===== src/common/bml_pkg.sv =====
package bml_pkg;

  localparam int ADDR_W  = 7;
  localparam int DATA_W  = 8;
  localparam int INSTR_W = 14;

  // operand field positions inside the instruction word
  localparam int DEST_BIT = 7;
  localparam int ADDR_LSB = 0;
  localparam int LIT_LSB  = 0;

  // destination selector values
  localparam logic DEST_ACC  = 1'b0;
  localparam logic DEST_FILE = 1'b1;

  // opcode masks and match patterns
  localparam logic [INSTR_W-1:0] BYTE_OP_MASK   = 14'h3f00;
  localparam logic [INSTR_W-1:0] INCREMENT_CODE = 14'h0a00;
  localparam logic [INSTR_W-1:0] OR_ACC_CODE    = 14'h0400;
  localparam logic [INSTR_W-1:0] MOVE_FILE_CODE = 14'h0800;
  localparam logic [INSTR_W-1:0] STORE_MASK     = 14'h3f80;
  localparam logic [INSTR_W-1:0] STORE_CODE     = 14'h0080;
  localparam logic [INSTR_W-1:0] LITERAL_MASK   = 14'h3c00;
  localparam logic [INSTR_W-1:0] LITERAL_CODE   = 14'h3000;
  localparam logic [INSTR_W-1:0] IDLE_MASK      = 14'h3f9f;
  localparam logic [INSTR_W-1:0] IDLE_CODE      = 14'h0000;

  localparam logic [DATA_W-1:0] ACC_RST  = 8'h00;
  localparam logic              ZERO_RST = 1'b0;
  localparam logic [DATA_W-1:0] ONE      = 8'h01;
  localparam logic [DATA_W-1:0] ZERO_VAL = 8'h00;

  typedef logic [INSTR_W-1:0] bml_instr_t;

  typedef enum logic [2:0] {
    OP_NONE,
    OP_INCREMENT_FILE,
    OP_OR_ACCUMULATOR_FILE,
    OP_MOVE_FILE,
    OP_STORE_ACCUMULATOR,
    OP_LOAD_LITERAL,
    OP_IDLE
  } bml_op_t;

  typedef struct packed {
    logic              en;
    logic [ADDR_W-1:0] addr;
    logic [DATA_W-1:0] data;
  } bml_fwr_t;

  typedef struct packed {
    logic [DATA_W-1:0] acc;
    logic              zero;
    bml_fwr_t          fwr;
    logic              unknown;
  } bml_state_t;

endpackage


===== src/verilog/bml_exec.sv =====
// Function
// - destination bit 0 writes accumulator, 1 writes back to file register
// - seven-bit file address 0..127 and one-bit destination selector accepted
// - increment adds one to file register, routes to destination, updates zero
// - OR accumulator with file register, routes to destination, updates zero
// - move file register to destination and update zero flag
// - store accumulator into file register, flags untouched
// - load eight-bit literal into accumulator, flags untouched
// - literal don't-care bits encoded zero; decoder tolerates them
`timescale 1ns/1ps
`default_nettype none
module bml_exec
  import bml_pkg::*;
(
  input  wire logic                clk,
  input  wire logic                rst_b,
  input  wire logic                instr_valid,
  input  wire bml_pkg::bml_instr_t instr,
  output logic [bml_pkg::ADDR_W-1:0] file_raddr,
  input  wire logic [bml_pkg::DATA_W-1:0] file_rdata,
  output bml_pkg::bml_fwr_t        file_wr,
  output logic [bml_pkg::DATA_W-1:0] acc,
  output logic                     zero,
  output logic                     unknown_op
);
  import bml_pkg::*;

  bml_state_t        s_q;
  bml_state_t        s_d;
  bml_op_t           op;
  logic              dest;
  logic [ADDR_W-1:0] addr;
  logic [DATA_W-1:0] lit;
  logic [DATA_W-1:0] fval;
  logic [DATA_W-1:0] res;
  logic              res_valid;

  // decode; literal don't-care bits are masked out, so zeros there are fine
  always_comb
  begin
    dest = instr[DEST_BIT];
    addr = instr[ADDR_LSB +: ADDR_W];
    lit  = instr[LIT_LSB +: DATA_W];
    if (!instr_valid)
      op = OP_NONE;
    else if ((instr & BYTE_OP_MASK) == INCREMENT_CODE)
      op = OP_INCREMENT_FILE;
    else if ((instr & BYTE_OP_MASK) == OR_ACC_CODE)
      op = OP_OR_ACCUMULATOR_FILE;
    else if ((instr & BYTE_OP_MASK) == MOVE_FILE_CODE)
      op = OP_MOVE_FILE;
    else if ((instr & STORE_MASK) == STORE_CODE)
      op = OP_STORE_ACCUMULATOR;
    else if ((instr & LITERAL_MASK) == LITERAL_CODE)
      op = OP_LOAD_LITERAL;
    else if ((instr & IDLE_MASK) == IDLE_CODE)
      op = OP_IDLE;
    else
      op = OP_NONE;
  end

  assign file_raddr = addr;

  // the write lands in the file one cycle late; forward it so a dependent
  // instruction right behind sees the new value instead of a stale read
  always_comb
  begin
    if (s_q.fwr.en && (s_q.fwr.addr == addr))
      fval = s_q.fwr.data;
    else
      fval = file_rdata;
  end

  always_comb
  begin
    s_d            = s_q;
    s_d.fwr.en     = 1'b0;
    s_d.unknown    = 1'b0;
    res            = ZERO_VAL;
    res_valid      = 1'b0;
    case (op)
      OP_INCREMENT_FILE:
      begin
        res       = fval + ONE;
        res_valid = 1'b1;
      end
      OP_OR_ACCUMULATOR_FILE:
      begin
        res       = s_q.acc | fval;
        res_valid = 1'b1;
      end
      OP_MOVE_FILE:
      begin
        res       = fval;
        res_valid = 1'b1;
      end
      OP_STORE_ACCUMULATOR:
      begin
        s_d.fwr.en   = 1'b1;
        s_d.fwr.addr = addr;
        s_d.fwr.data = s_q.acc;
      end
      OP_LOAD_LITERAL:
      begin
        s_d.acc = lit;
      end
      OP_IDLE:
      begin
        s_d.acc = s_q.acc;
      end
      OP_NONE:
      begin
        s_d.unknown = instr_valid;
      end
      default:
      begin
        s_d.unknown = instr_valid;
      end
    endcase
    if (res_valid)
    begin
      s_d.zero = (res == ZERO_VAL);
      if (dest == DEST_ACC)
        s_d.acc = res;
      else
      begin
        s_d.fwr.en   = 1'b1;
        s_d.fwr.addr = addr;
        s_d.fwr.data = res;
      end
    end
  end

  always_ff @(posedge clk or negedge rst_b)
  begin
    if (!rst_b)
    begin
      s_q.acc      <= ACC_RST;
      s_q.zero     <= ZERO_RST;
      s_q.fwr.en   <= 1'b0;
      s_q.fwr.addr <= '0;
      s_q.fwr.data <= ZERO_VAL;
      s_q.unknown  <= 1'b0;
    end
    else
      s_q <= s_d;
  end

  assign file_wr    = s_q.fwr;
  assign acc        = s_q.acc;
  assign zero       = s_q.zero;
  assign unknown_op = s_q.unknown;

  // reference file operand (forwarded read value) for checks, independent of the datapath above
  logic [DATA_W-1:0] chk_f;
  assign chk_f = (s_q.fwr.en && s_q.fwr.addr == addr) ? s_q.fwr.data : file_rdata;

  AST_INC_ACC: assert property (@(posedge clk) disable iff (!rst_b)
    (op == OP_INCREMENT_FILE && !dest) |=> (acc == $past(chk_f) + ONE) && !file_wr.en)
    else $error("increment to accumulator wrong");

  AST_INC_FILE: assert property (@(posedge clk) disable iff (!rst_b)
    (op == OP_INCREMENT_FILE && dest) |=>
      file_wr.en && file_wr.addr == $past(addr) && file_wr.data == $past(chk_f) + ONE
      && acc == $past(acc))
    else $error("increment to file wrong");

  AST_IOR: assert property (@(posedge clk) disable iff (!rst_b)
    (op == OP_OR_ACCUMULATOR_FILE && !dest) |=> acc == ($past(acc) | $past(chk_f)))
    else $error("or result wrong");

  AST_MOVE_FILE_OP_Z: assert property (@(posedge clk) disable iff (!rst_b)
    (op == OP_MOVE_FILE && dest) |=>
      file_wr.data == $past(chk_f) && zero == ($past(chk_f) == ZERO_VAL))
    else $error("move file test wrong");

  AST_STORE: assert property (@(posedge clk) disable iff (!rst_b)
    (op == OP_STORE_ACCUMULATOR) |=>
      file_wr.en && file_wr.data == $past(acc) && $stable(zero) && $stable(acc))
    else $error("store accumulator wrong");

  AST_LIT: assert property (@(posedge clk) disable iff (!rst_b)
    (op == OP_LOAD_LITERAL) |=>
      acc == $past(instr[LIT_LSB +: DATA_W]) && $stable(zero) && !file_wr.en)
    else $error("literal load wrong");

  AST_LIT_DC: assert property (@(posedge clk) disable iff (!rst_b)
    (instr_valid && (instr & LITERAL_MASK) == LITERAL_CODE) |-> op == OP_LOAD_LITERAL)
    else $error("literal not decoded");

  AST_IDLE: assert property (@(posedge clk) disable iff (!rst_b)
    (op == OP_IDLE) |=> $stable(acc) && $stable(zero) && !file_wr.en && !unknown_op)
    else $error("idle changed state");

  AST_ZERO: assert property (@(posedge clk) disable iff (!rst_b)
    (op == OP_OR_ACCUMULATOR_FILE && !dest) |=> zero == (acc == ZERO_VAL))
    else $error("zero flag wrong");

  AST_ADDR: assert property (@(posedge clk) disable iff (!rst_b)
    (op == OP_MOVE_FILE) |-> file_raddr == instr[ADDR_LSB +: ADDR_W])
    else $error("file address wrong");

  AST_MOVE_FILE_OP_ACC: assert property (@(posedge clk) disable iff (!rst_b)
    (op == OP_MOVE_FILE && !dest) |=>
      acc == $past(chk_f) && zero == ($past(chk_f) == ZERO_VAL) && !file_wr.en)
    else $error("move file to accumulator wrong");

  AST_IOR_FILE: assert property (@(posedge clk) disable iff (!rst_b)
    (op == OP_OR_ACCUMULATOR_FILE && dest) |=>
      file_wr.en && file_wr.data == ($past(acc) | $past(chk_f)) && acc == $past(acc))
    else $error("or to file wrong");

  AST_ZERO_INC: assert property (@(posedge clk) disable iff (!rst_b)
    (op == OP_INCREMENT_FILE) |=> zero == (($past(chk_f) + ONE) == ZERO_VAL))
    else $error("zero flag after increment wrong");

  AST_STORE_ADDR: assert property (@(posedge clk) disable iff (!rst_b)
    (op == OP_STORE_ACCUMULATOR) |=> file_wr.addr == $past(instr[ADDR_LSB +: ADDR_W]))
    else $error("store address wrong");

  COV_INC_WRAP: cover property (@(posedge clk) disable iff (!rst_b)
    op == OP_INCREMENT_FILE ##1 zero);
  COV_FORWARD: cover property (@(posedge clk) disable iff (!rst_b)
    file_wr.en && op != OP_NONE && file_wr.addr == addr);
  COV_STORE_LIT: cover property (@(posedge clk) disable iff (!rst_b)
    op == OP_LOAD_LITERAL ##1 op == OP_STORE_ACCUMULATOR);
  COV_OR_FILE: cover property (@(posedge clk) disable iff (!rst_b)
    op == OP_OR_ACCUMULATOR_FILE && dest);
endmodule
`default_nettype wire


===== config.mk =====
export PLATFORM = sky130hd
export DESIGN_NAME = bml_exec
export DESIGN_NICKNAME = d
export VERILOG_FILES = /design/src/common/bml_pkg.sv /design/src/verilog/bml_exec.sv
export SDC_FILE = /design/constraint.sdc
export NUM_CORES = 1
export LEC_CHECK = 0
export ABC_AREA = 1
export BUFFER_PORTS_ARGS = -buffer_cell sky130_fd_sc_hd__buf_2
export CAP_MARGIN = 10
export CORE_MARGIN = 2
export CORE_UTILIZATION = 57
export DETAILED_ROUTE_END_ITERATION = 7
export GPL_TIMING_DRIVEN = 0
export PLACE_DENSITY = 0.95
export SKIP_CTS_REPAIR_TIMING = 1
export SLEW_MARGIN = 10
export SYNTH_ARGS = -nofsm -noshare
export SYNTH_HDL_FRONTEND = slang
export SYNTH_SLANG_ARGS = --single-unit

===== constraint.sdc =====
create_clock -name clk -period 3.68 [get_ports clk]
set_input_delay 0.552 -clock clk [delete_from_list [all_inputs] [get_ports clk]]
set_output_delay 0.552 -clock clk [all_outputs]
set_load 0.01 [all_outputs]

After elaboration in Yosys (flattened, before gate mapping)
Index checks and enable logic that the tools add are counted.
{ "word_totals": {"elab_cells": 41, "in_bits": 25, "regBits": 26} }
{ "op_classes": {"n_mux": 16, "n_bitwise": 1, "reduce_logical": 5, "eq_ne": 12, "add_sub_neg": 1} }
{ "op_table": {"columns": ["operator", "count"], "rows": [
  ["$mux 16", 2],
  ["$mux 25", 1],
  ["$mux 8", 3],
  ["$pmux 8 s3", 1],
  ["$mux 3", 7],
  ["$logic_not 14->1", 1],
  ["$eq 6x4->1 const B", 2],
  ["$eq 3x3->1 const B", 3],
  ["$add 8x1->8 const B", 1],
  ["$logic_not 8->1", 1],
  ["$or 8x8->8", 1],
  ["$eq 7x1->1 const B", 1],
  ["$eq 7x7->1", 1],
  ["$eq 3x2->1 const B", 2],
  ["$eq 6x3->1 const B", 1],
  ["$reduce_or 6->1", 1],
  ["$eq 4x4->1 const B", 1],
  ["$eq 3x1->1 const B", 1],
  ["$reduce_or 3->1", 1],
  ["$mux 1", 2],
  ["$logic_and 1x1->1", 1]
]} }

Logic depth before layout (Yosys ltp)
Gate-level depths: netlist of run 1.
{ "depth": {"depth_word": 12, "mapped_depth": 20} }

Worst setup path before layout of run 1
Ideal clock, no wire load.
{ "synth_path": {"path_type": "in2reg", "startpoint": "input port instr[4]", "endpoint": "register zero (netlist name)", "path_slack_ns": 1.560, "cell_stages": 19, "arrival_time_ns": 2.055, "path_buffers": 1, "t_required_ns": 3.615, "setup_ns": 0.065, "path_cell_list": "inv_1 -> nand2_1 -> nand2_1 -> nand2_1 -> nor2_2 -> nand2_2 -> buf_6 -> nand2_1 -> nand2_2 -> ha_1 -> inv_1 -> nand3_1 -> nand3_1 -> nand2_1 -> nor2_1 -> nand3_1 -> nor2_1 -> nand3_1 -> nand2_1"} }
{ "synth_via": {"elab_chain_len": 11} }
{ "synth_lines": {"columns": ["element", "line_no", "source"], "rows": [
  ["from (decl)", "bml_exec.sv:18", "input wire bml_pkg::bml_instr_t instr,"],
  ["$logic_not 14->1", "bml_exec.sv:56", "else if ((instr & IDLE_MASK) == IDLE_CODE)"],
  ["$mux 3", "bml_exec.sv:56", null],
  ["$mux 3", "bml_exec.sv:54", "else if ((instr & LITERAL_MASK) == LITERAL_CODE)"],
  ["$mux 3", "bml_exec.sv:52", "else if ((instr & STORE_MASK) == STORE_CODE)"],
  ["$mux 3", "bml_exec.sv:50", "else if ((instr & BYTE_OP_MASK) == MOVE_FILE_CODE)"],
  ["$mux 3", "bml_exec.sv:48", "else if ((instr & BYTE_OP_MASK) == OR_ACC_CODE)"],
  ["$mux 3", "bml_exec.sv:46", "else if ((instr & BYTE_OP_MASK) == INCREMENT_CODE)"],
  ["$mux 3", "bml_exec.sv:44", "if (!instr_valid)"],
  ["$eq 3x2->1 / $eq 3x1->1 (equally long branches)", "bml_exec.sv:81", "case (op)"],
  ["$pmux 8 s3 / $reduce_or 3->1 (equally long branches)", null, null],
  ["$logic_not 8->1 / $mux 1 (equally long branches)", "bml_exec.sv:122, bml_exec.sv:81", null]
]} }
Parallel ways exist; a longest one is shown, timed or not.
A chain may end at the register's enable or synchronous reset.

Worst setup path in the final report of run 1
{ "layout_path": {"startpoint": "input port instr[4]", "endpoint": "register zero (netlist name)"} }
{ "layout_via": {"elab_chain_len": 11} }
{ "layout_lines": {"columns": ["element", "line_no"], "rows": [
  ["$logic_not 14->1", "bml_exec.sv:56"],
  ["$mux 3", "bml_exec.sv:56"],
  ["$mux 3", "bml_exec.sv:54"],
  ["$mux 3", "bml_exec.sv:52"],
  ["$mux 3", "bml_exec.sv:50"],
  ["$mux 3", "bml_exec.sv:48"],
  ["$mux 3", "bml_exec.sv:46"],
  ["$mux 3", "bml_exec.sv:44"],
  ["$eq 3x2->1 / $eq 3x1->1 (equally long branches)", "bml_exec.sv:81"],
  ["$pmux 8 s3 / $reduce_or 3->1 (equally long branches)", null],
  ["$logic_not 8->1 / $mux 1 (equally long branches)", "bml_exec.sv:122, bml_exec.sv:81"]
]} }
Parallel ways exist; a longest one is shown, timed or not.

==> results.sh, run 1 <==
export IMPL_placed_area_mm2=0.00252
export IMPL_number_of_top_level_pins=58
export IMPL_hpwl_um=4350
export IMPL_multi_input_area_mm2=0.00119
export IMPL_critPathRequiredTime_ns=3.89
export IMPL_number_of_setup_violations_in_the_final_report=0
export IMPL_gr_total_overflow=0
export IMPL_clockBufferDepth=2
export IMPL_hold_violations=0
export IMPL_ys_types=32
export IMPL_min_period_over_period_pct=67.5
export IMPL_unrepaired_setup_endpoints_after_global_routing="false"
export IMPL_clock_insertion_delay_worst_skew_ns=0.27
export IMPL_design_die_area_mm2=0.00433
export IMPL_syn2layout_area_growth_pct=18.4
export IMPL_total_power_mw=1.10
export IMPL_ff2ff_path_depth=17
export IMPL_crit_path_start_kind="input pin"
export IMPL_die_width_um=65.8
export IMPL_num_vias=2257
export IMPL_max_freq_ghz=0.402
export IMPL_syn_area_mm2=0.00218
export IMPL_drtIter0Drc=142
export IMPL_routed_wire_length_per_instance_um=12.5
export IMPL_post_drt_via_cell_ratio=5.22
export IMPL_cap_violations=0
export IMPL_critPathCaptureType="register"
export IMPL_worst_pin_slew_ns=0.587
export IMPL_part_of_the_yosys_area_used_for_sequential_elements_pct=29.9
export IMPL_detail_route_first_pass_iterations=4
export IMPL_grt_util_all_layers_pct=27.0
export IMPL_layout_cell_area_non_filler_mm2=0.00258
export IMPL_drt_antenna_violating_nets=0
export IMPL_cts_sinks=26
export IMPL_syn_inst=323
export IMPL_rr_startpoint="file_wr[13]$_DFF_PN0_"
export IMPL_cp_arrival_ns=2.70
export IMPL_synth_area_per_cell_um2=6.74
export IMPL_synth_seq_cells=26
export IMPL_number_of_global_route_vias_before_repair=2140
export IMPL_cts_buffers_inserted=3
export IMPL_timing_final_max_slew_violations=0
export IMPL_floorplan_initialDensity_pct=59.5
export IMPL_routabilityCongestion=0.896
export IMPL_power_density_mw_per_mm2=426
export IMPL_grt_max_degree=27
export IMPL_numPortBuffers=57
export IMPL_max_vdd_ir_drop_mv=0.282
export IMPL_critical_path_peak_fanout=10
export IMPL_clock_tree_root_cell="clkbuf_8"
export IMPL_slew_headroom_pct=60.9
export IMPL_grt_first_pass_wirelength_um=9210
export IMPL_layout_filler_cells=309
export IMPL_tritoncts="built"
export IMPL_timing_final_crit_period_ns=2.49
export IMPL_synth_warnings=0
export IMPL_setup_crit_path_kind="in -> reg"
export IMPL_hp_class="in -> async"
export IMPL_postSynthNetCount=349
export IMPL_final_seq_area_um2=651
export IMPL_total_leakage_power_nw=1.48
export IMPL_finalClockSkew_ns=0.00407
export IMPL_core_rowCount=22
export IMPL_setup_total_negative_slack_ns=0
export IMPL_core_region_area_mm2=0.00366
export IMPL_clk_transition_reported_paths_ns=0.09
export IMPL_drc=0
export IMPL_worst_r2r_setup_slack_ns=1.20
export IMPL_die_h_um=65.8
export IMPL_htree_num_levels=1
export IMPL_wirelength_um=5390
export IMPL_status="completed"
export IMPL_antenna_diode_count=0
export IMPL_antenna_found_initial=0
export IMPL_nets=411
export IMPL_regToRegEndpoint="zero$_DFFE_PN0N_"
export IMPL_drive_gt1_share_pct=31.5
==> layout by cell type, fill, tap and decap left out, types with 3 or more instances in the layout <==
cell,count
o211ai_1,5
dfrtp_1,26
buf_4,8
inv_2,6
inv_1,47
nand3_1,33
nor2_1,19
o21ai_1,7
nand2_2,13
nand4_1,4
nand3b_1,3
a31oi_1,5
buf_2,58
nor2_2,8
buf_6,4
nor2_4,5
o21ai_2,7
clkbuf_8,4
o21ai_0,11
nand2_1,94
==> cells in the mapped netlist <==
library cell | instances | area share, %
nand2_1 | 94 | 16
inv_1 | 47 | 8.1
nand3_1 | 33 | 7.6
dfrtp_1 | 26 | 30
nor2_1 | 19 | 3.3
nand2_2 | 13 | 3.7
o21ai_0 | 11 | 2.5
buf_4 | 8 | 2.8
nor2_2 | 8 | 2.3
o21ai_1 | 7 | 1.6
o21ai_2 | 7 | 2.8
inv_2 | 6 | 1.0
a31oi_1 | 5 | 1.4
nor2_4 | 5 | 2.6
o211ai_1 | 5 | 1.7
buf_6 | 4 | 2.1
nand4_1 | 4 | 1.1
nand3b_1 | 3 | 1.0
a211oi_1 | 2 | 0.69
a21oi_1 | 2 | 0.46
o211ai_2 | 2 | 1.1
o21bai_1 | 2 | 0.69
a21boi_2 | 1 | 0.52
buf_12 | 1 | 0.92
buf_2 | 1 | 0.23
ha_1 | 1 | 0.57
inv_4 | 1 | 0.29
mux2i_1 | 1 | 0.46
nand2_4 | 1 | 0.52
nand3_2 | 1 | 0.46
nor2_8 | 1 | 0.92
nor4_1 | 1 | 0.29
==> registers in the layout (all words and copies together) (netlist names) <==
| signal | count |
|---|---|
| file_wr | 16 |
| acc | 8 |
| unknown_op | 1 |
| zero | 1 |
==> layer usage <==
metal	vias up	GRT usage (%)	part of all wire, %
met2	94	49.5	49
met1	1012	32.9	42
met5	-	0	0
met4	0	6.77	1.6
met3	10	3.92	7.6
li1	1141	-	-
==> final cells by class <==
cell class,instances,share of cell area (%)
Timing Repair Buffer,57,11.1
Tap cell,48,2.33
Sequential cell,26,25.2
Multi-Input combinational cell,229,46.2
Clock buffer,4,2.14
Buffer,14,5.05
Inverter,54,7.96
==> cell families (layout without fill, tap and decap cells) <==
group | after synthesis | count (layout) | share of synthesized area (%)
AOI/OAI and AO/OA | 44 | 44 | 13.6
adders and majority gates | 1 | 1 | 0.575
buffers and inverters | 68 | 129 | 15.4
DFF | 26 | 26 | 29.9
muxes | 1 | 1 | 0.460
and+or+nand+nor | 183 | 183 | 40.1
==> through the flow <==
step / worst slack (ns) / util, % / hold slack (ns) / cells
after floorplan: 1.56 / - / 0.256 / 323
after global placement: 1.04 / 68.9 / 0.466 / 428
after detailed placement: 0.942 / 68.9 / 0.461 / 428
after CTS: 1.22 / 70.4 / 0.293 / 432
after global routing: 0.968 / 70.4 / 0.310 / 432
final: 1.19 / 70.4 / 0.274 / 432
==> worst max-delay path by stage <==
| stage | start | to | slack [ns] | cells after the start |
|---|---|---|---|---|
| finish | instr[4] | zero$_DFFE_PN0N_ | 1.19 | 18 |
| global route | instr[4] | zero$_DFFE_PN0N_ | 0.97 | 18 |
| CTS | instr[4] | zero$_DFFE_PN0N_ | 1.22 | 18 |
| detailed placement | instr[4] | zero$_DFFE_PN0N_ | 0.94 | 18 |
| global placement | instr[4] | zero$_DFFE_PN0N_ | 1.04 | 18 |
| floorplan | instr[4] | zero$_DFFE_PN0N_ | 1.56 | 19 |
==> power by group <==
group | switching [mW] | internal (mW) | leakage, nW
Combinational | 0.259 | 0.196 | 1.13
Sequential | 0.0812 | 0.375 | 0.318
Clock | 0.0892 | 0.0957 | 0.0288
==> worst max-delay path: stages <==
cell	delay (ns)
buf_2	0.12
inv_1	0.10
nand2_1	0.06
nand2_1	0.05
nand2_1	0.06
nor2_2	0.20
buf_4	0.20
nand3_1	0.11
nand2_2	0.13
ha_1	0.21
nand3_1	0.17
nand3_1	0.13
nand2_1	0.12
nor2_1	0.12
nand3_1	0.08
nor2_1	0.11
nand3_1	0.09
nand2_1	0.06
No activity file was read; power rests on OpenSTA's default activity.
==> run 2, diff against run 1 <==
--- a/config.mk
+++ b/config.mk
@@ -5,14 +5,14 @@
 export SDC_FILE = /design/constraint.sdc
 export NUM_CORES = 1
 export LEC_CHECK = 0
-export ABC_AREA = 1
+export ABC_AREA = 0
 export BUFFER_PORTS_ARGS = -buffer_cell sky130_fd_sc_hd__buf_2
 export CAP_MARGIN = 10
 export CORE_MARGIN = 2
-export CORE_UTILIZATION = 57
+export CORE_UTILIZATION = 47
 export DETAILED_ROUTE_END_ITERATION = 7
 export GPL_TIMING_DRIVEN = 0
-export PLACE_DENSITY = 0.95
+export PLACE_DENSITY = 0.86
 export SKIP_CTS_REPAIR_TIMING = 1
 export SLEW_MARGIN = 10
 export SYNTH_ARGS = -nofsm -noshare
==> constraint.sdc (replaced) <==
create_clock -name clk -period 2.14 [get_ports clk]
set_input_delay 0.321 -clock clk [delete_from_list [all_inputs] [get_ports clk]]
set_output_delay 0.321 -clock clk [all_outputs]
set_load 0.01 [all_outputs]
==> run 2 against run 1 <==
- the run now ends with negative setup slack left
- highest routed layer unchanged
- first-iteration DRC count is 11% higher
- critical path type is now reg -> reg
- final cell count is 21% lower
- die area is 11% higher
- cell area is 2.7% higher
- combinational power is 31% higher
==> results.sh, run 2 <==
export IMPL_drc=0
export IMPL_failed_checks="negative setup slack"
export IMPL_clock_tree_root_cell="clkbuf_8"
export IMPL_num_vias=1997
export IMPL_numPortBuffers=57
export IMPL_synthDominantAreaCellType="dfrtp_1"
export IMPL_critPathCaptureType="register"
export IMPL_htree_num_levels=1
export IMPL_worst_r2r_setup_slack_ns=-0.38
export IMPL_ff2ff_path_depth=14
export IMPL_placed_area_mm2=0.00239
export IMPL_layout_setup_ws_ns=-0.377
export IMPL_synth_top_cells_by_area="dfrtp_1, mux2_1, mux2_2, nand2_1, xnor2_1"
export IMPL_cts_buffers_inserted=3
export IMPL_core_region_area_mm2=0.00406
export IMPL_number_of_setup_violations_in_the_final_report=7
export IMPL_grt_util_all_layers_pct=21.7
export IMPL_synth_area_per_cell_um2=9.18
export IMPL_number_of_top_level_pins=58
export IMPL_syn2layout_area_growth_pct=32.3
export IMPL_layout_filler_cells=319
export IMPL_synth_edff_count=0
export IMPL_finalClockSkew_ns=0.00560
export IMPL_total_power_mw=1.64
export IMPL_rr_startpoint="file_wr[11]$_DFF_PN0_"
export IMPL_final_core_utilization_pct=65.2
export IMPL_antenna_found_initial=0
export IMPL_layout_cell_area_non_filler_mm2=0.00265
export IMPL_regToRegEndpoint="zero$_DFFE_PN0N_"
export IMPL_yosys_top_cells_count="nand2_1, dfrtp_1, a21oi_1, nor2_1, mux2_1"
export IMPL_clockBufferDepth=2
export IMPL_largest_register_ffs=16
export IMPL_nets=319
export IMPL_critical_path_peak_fanout=8
export IMPL_most_common_layout_cells="buf_2, dfrtp_1, nand2_1"
export IMPL_grt_first_pass_wirelength_um=8650
export IMPL_cp_arrival_ns=2.69
export IMPL_cts_sinks=26
export IMPL_clk_transition_reported_paths_ns=0.09
export IMPL_total_leakage_power_nw=1.24
export IMPL_power_density_mw_per_mm2=620
export IMPL_timing_final_max_slew_violations=0
export IMPL_drtIter0Drc=158
export IMPL_part_of_the_yosys_area_used_for_sequential_elements_pct=32.5
export IMPL_post_drt_via_cell_ratio=5.84
export IMPL_number_of_global_route_vias_before_repair=1767
export IMPL_max_vdd_ir_drop_mv=0.592
export IMPL_ys_types=48
export IMPL_min_period_over_period_pct=118
export IMPL_synth_seq_cells=26
export IMPL_status="finished, violations left"
export IMPL_critical_path_startpoint="file_wr[11]$_DFF_PN0_"
export IMPL_synth_warnings=0
export IMPL_syn_inst=218
export IMPL_crit_path_start_kind="register"
export IMPL_synth_async_sr_flop_share_pct=100
export IMPL_worst_pin_slew_ns=0.577
export IMPL_routed_wire_length_per_instance_um=16.6
export IMPL_clock_insertion_delay_worst_skew_ns=0.27
export IMPL_antenna_diode_count=0
export IMPL_slew_headroom_pct=61.5
export IMPL_setup_total_negative_slack_ns=-1.55
export IMPL_crit_path_end="zero$_DFFE_PN0N_"
export IMPL_setup_crit_path_kind="reg -> reg"
export IMPL_hp_class="in -> async"
export IMPL_design_die_area_mm2=0.00479
export IMPL_unrepaired_setup_endpoints_after_global_routing="true"
export IMPL_core_rowCount=23
export IMPL_hpwl_um=3990
export IMPL_detail_route_first_pass_iterations=4
export IMPL_routabilityCongestion=0.896
export IMPL_drive_gt1_share_pct=45.5
export IMPL_max_freq_ghz=0.397
export IMPL_tritoncts="built"
export IMPL_gr_total_overflow=0
export IMPL_critPathRequiredTime_ns=2.31
export IMPL_final_common_cell="buf_2"
export IMPL_grt_max_degree=27
export IMPL_drt_antenna_violating_nets=0
export IMPL_syn_area_mm2=0.00200
export IMPL_most_repeated_cell_in_the_gate_level_netlist_after_synthesis="nand2_1"
export IMPL_synth_ff_type="dfrtp_1"
export IMPL_hold_violations=0
export IMPL_die_h_um=69.2
export IMPL_die_width_um=69.2
export IMPL_cap_violations=0
export IMPL_wirelength_um=5670
export IMPL_floorplan_initialDensity_pct=49.3
export IMPL_timing_final_crit_period_ns=2.52
export IMPL_postSynthNetCount=244
export IMPL_yosysTopAreaCellShare_pct=32.5
run 2: changes by cell type in the layout (fill, tap and decap cells not counted), moves of 10 or more:
| cell | before | now |
|---|---|---|
| nand2_1 | 94 | 25 |
| inv_1 | 47 | 0 |
| nand3_1 | 33 | 8 |
| mux2_2 | 0 | 10 |
| mux2_1 | 0 | 12 |
| nand2_2 | 13 | 2 |
| buf_4 | 8 | 22 |
run 2: logic make-up after synthesis:
logic type | synth area share, %
muxes | 14.4
xor gates and xnor gates | 6.57
DFF | 32.5
buffers and inverters | 6.38
adders and majority gates | 0.625
and+or+nand+nor | 22.3
AOI/OAI and AO/OA | 17.3
run 2: per-layer routing:
layer | part of all wire [%] | vias up | wire length (um) | global-route usage (%)
met3 | 6.8 | 12 | 388 | 2.91
met4 | 2.2 | 0 | 123 | 7.84
met1 | 41 | 955 | 2310 | 29.5
li1 | - | 950 | - | -
met2 | 50 | 80 | 2840 | 35.5
met5 | 0 | - | 0 | 0
run 2: worst max-delay path: stages (launching register included):
cell     delay [ns]
dfrtp_1        0.43
xnor2_2        0.19
and4_1         0.22
buf_6          0.13
nand2_8        0.07
buf_8          0.13
a21o_1         0.18
ha_4           0.21
inv_4          0.07
nor2_2         0.04
xnor2_1        0.12
nand2_1        0.06
a31oi_1        0.07
a31o_1         0.24
a32o_1         0.26
run 2: cell type report:
cell class | count | area, um^2 | share of cell area (%)
plain buffers | 16 | 120 | 4.54
clock buffers | 4 | 55.1 | 2.08
inverters | 3 | 13.8 | 0.520
multi-input cells | 172 | 1360 | 51.2
flip-flops and latches | 26 | 651 | 24.6
well taps | 50 | 62.6 | 2.36
repair buffers | 71 | 390 | 14.7
run 2: worst min-delay path by stage:
stage,from,endpoint,cells past startpoint
after floorplan,rst_b,acc[0]$_DFF_PN0_,0
after global placement,rst_b,file_wr[14]$_DFF_PN0_,1
after detailed placement,rst_b,acc[6]$_DFF_PN0_,1
after CTS,rst_b,file_wr[14]$_DFF_PN0_,1
after global routing,rst_b,file_wr[14]$_DFF_PN0_,1
final,rst_b,acc[6]$_DFF_PN0_,1
run 2: power by group:
group / switching [mW] / internal, mW
Clock: 0.159 / 0.165
Combinational: 0.288 / 0.307
Sequential: 0.130 / 0.592
run 2: metrics by stage:
step / worst slack [ns] / instances / hold slack [ns]
after global routing: -0.518 / 342 / 0.0718
after global placement: -0.552 / 325 / 0.348
final: -0.377 / 342 / 0.0302
after CTS: -0.527 / 329 / 0.0564
after detailed placement: -0.591 / 325 / 0.356
after floorplan: -0.301 / 218 / 0.0254
==> run 3, diff against run 2 <==
--- a/config.mk
+++ b/config.mk
@@ -5,14 +5,15 @@
 export SDC_FILE = /design/constraint.sdc
 export NUM_CORES = 1
 export LEC_CHECK = 0
-export ABC_AREA = 0
+export ABC_AREA = 1
 export BUFFER_PORTS_ARGS = -buffer_cell sky130_fd_sc_hd__buf_2
 export CAP_MARGIN = 10
+export CORE_ASPECT_RATIO = 2
 export CORE_MARGIN = 2
-export CORE_UTILIZATION = 47
+export CORE_UTILIZATION = 48
 export DETAILED_ROUTE_END_ITERATION = 7
 export GPL_TIMING_DRIVEN = 0
-export PLACE_DENSITY = 0.86
+export PLACE_DENSITY = 0.87
 export SKIP_CTS_REPAIR_TIMING = 1
 export SLEW_MARGIN = 10
 export SYNTH_ARGS = -nofsm -noshare
==> run 3 against run 2 <==
- the run still ends with negative setup slack left
- total power rose by 27%
- cell area grew 8.1%
- sequential share of layout area down 1.8 points
==> results.sh, run 3 (synthesized netlist as in run 1, its figures left out) <==
export IMPL_die_width_um=51.6
export IMPL_floorplan_initialDensity_pct=50.2
export IMPL_min_period_over_period_pct=101
export IMPL_grt_max_degree=27
export IMPL_layout_filler_cells=362
export IMPL_drc=0
export IMPL_slew_headroom_pct=59.2
export IMPL_crit_path_start_kind="register"
export IMPL_total_power_mw=2.09
export IMPL_post_drt_via_cell_ratio=5.34
export IMPL_largest_register_ffs=16
export IMPL_max_vdd_ir_drop_mv=0.590
export IMPL_nets=423
export IMPL_routed_wire_length_per_instance_um=14.1
export IMPL_worst_r2r_setup_slack_ns=-0.02
export IMPL_num_vias=2404
export IMPL_design_die_area_mm2=0.00512
export IMPL_total_leakage_power_nw=1.56
export IMPL_die_h_um=99.2
export IMPL_unrepaired_setup_endpoints_after_global_routing="true"
export IMPL_cts_buffers_inserted=3
export IMPL_clock_power_share_pct=20.2
export IMPL_core_rowCount=34
export IMPL_cap_violations=0
export IMPL_detail_route_first_pass_iterations=4
export IMPL_most_common_layout_cells="nand2_1, buf_2, inv_1"
export IMPL_antenna_found_initial=0
export IMPL_layoutNonFillerInstCount=450
export IMPL_hold_violations=0
export IMPL_final_common_cell="nand2_1"
export IMPL_routabilityCongestion=0.858
export IMPL_drive_gt1_share_pct=42.9
export IMPL_place_worst_setup_slack_ns=-0.440
export IMPL_antenna_diode_count=0
export IMPL_hp_class="in -> async"
export IMPL_final_core_utilization_pct=65.9
export IMPL_grt_first_pass_wirelength_um=9420
export IMPL_drt_antenna_violating_nets=0
export IMPL_gr_total_overflow=0
export IMPL_power_density_mw_per_mm2=729
export IMPL_clock_tree_root_cell="clkbuf_8"
export IMPL_critPathRequiredTime_ns=2.37
export IMPL_grt_util_all_layers_pct=23.5
export IMPL_core_region_area_mm2=0.00434
export IMPL_tritoncts="built"
export IMPL_timing_final_crit_period_ns=2.16
export IMPL_clockBufferDepth=2
export IMPL_max_freq_ghz=0.462
export IMPL_critPathCaptureType="register"
export IMPL_numPlacedInstances=434
export IMPL_numPortBuffers=57
export IMPL_clock_insertion_delay_worst_skew_ns=0.28
export IMPL_number_of_setup_violations_in_the_final_report=1
export IMPL_clk_transition_reported_paths_ns=0.10
export IMPL_ff2ff_path_depth=15
export IMPL_number_of_top_level_pins=58
export IMPL_htree_num_levels=1
export IMPL_seq_power_share_pct=38.3
export IMPL_wirelength_um=6330
export IMPL_failed_checks="negative setup slack"
export IMPL_status="finished, violations left"
export IMPL_p_sw_share_pct=39.2
export IMPL_cts_sinks=26
export IMPL_drtIter0Drc=71
export IMPL_layout_setup_ws_ns=-0.0233
export IMPL_finalClockSkew_ns=0.00838
export IMPL_power_share_combinational_pct=41.5
export IMPL_timing_final_max_slew_violations=0
export IMPL_intPower_mw=1.27
export IMPL_critical_path_peak_fanout=8
export IMPL_final_hold_worst_slack_ns=0.0362
export IMPL_number_of_global_route_vias_before_repair=2271
export IMPL_power_net_switching_mw=0.819
export IMPL_worst_pin_slew_ns=0.612
export IMPL_hpwl_um=4660
export IMPL_syn2layout_area_growth_pct=31.4
export IMPL_cp_arrival_ns=2.39
export IMPL_setup_crit_path_kind="reg -> reg"
-- run 3: per-layer routing --
layer	part of all wire, %	up-vias	routed length (um)	GRT usage (%)
met1	34	1115	2140	22.1
li1	-	1159	-	-
met5	0	-	0	0
met4	5.3	0	333	13.4
met2	57	98	3590	46.1
met3	4.3	32	270	1.80
-- run 3: final timing paths --
check                                             end                  start
worst max-delay path                 zero$_DFFE_PN0N_  file_wr[11]$_DFF_PN0_
worst min-delay path             unknown_op$_DFF_PN0_                  rst_b
worst max register to register       zero$_DFFE_PN0N_  file_wr[11]$_DFF_PN0_
worst min register to register       zero$_DFFE_PN0N_       zero$_DFFE_PN0N_
max in group asynchronous            acc[1]$_DFF_PN0_                  rst_b
min in group clk                file_wr[14]$_DFF_PN0_               instr[6]
-- run 3: final cells by class --
class                      count  area (um^2)  share of cell area, %
buffer                        14          134                   4.68
clock buffer                   3         41.3                   1.44
clock inverter                 1         30.0                   1.05
inverter                      54          205                   7.17
multi-input combinational    229         1360                   47.4
sequential                    26          651                   22.7
tap                           54         67.6                   2.36
timing repair buffer          69          375                   13.1
-- run 3: through the flow --
| stage | instance area [um^2] | TNS (ns) |
|---|---|---|
| after floorplan | 2180 | 0 |
| after global placement | 2530 | -1.41 |
| after detailed placement | 2530 | -1.78 |
| after CTS | 2600 | -1.39 |
| after global routing | 2860 | -0.507 |
| final | 2860 | -0.0233 |
-- run 3: critical path, cell delays in order (launching register included) --
cell,delay (ns)
dfrtp_1,0.43
a21boi_2,0.16
nand2_2,0.08
nor2_4,0.15
buf_6,0.17
nand3_4,0.09
nand2_4,0.10
ha_4,0.17
nand3_4,0.11
nand3_2,0.11
nand2_4,0.07
nor2_4,0.12
nand3_2,0.07
nor2_2,0.12
nand3_1,0.08
nand2_1,0.07
-- run 3: power groups by stage --
stage / Clock [mW] / Combinational [mW] / Sequential [mW]
2_1_floorplan: 0 / 0.423 / 0.840
3_3_place_gp: 0 / 0.762 / 0.784
3_5_place_dp: 0 / 0.789 / 0.788
4_1_cts: 0.420 / 0.796 / 0.778
5_1_grt: 0.432 / 0.947 / 0.817
6_report: 0.421 / 0.865 / 0.800
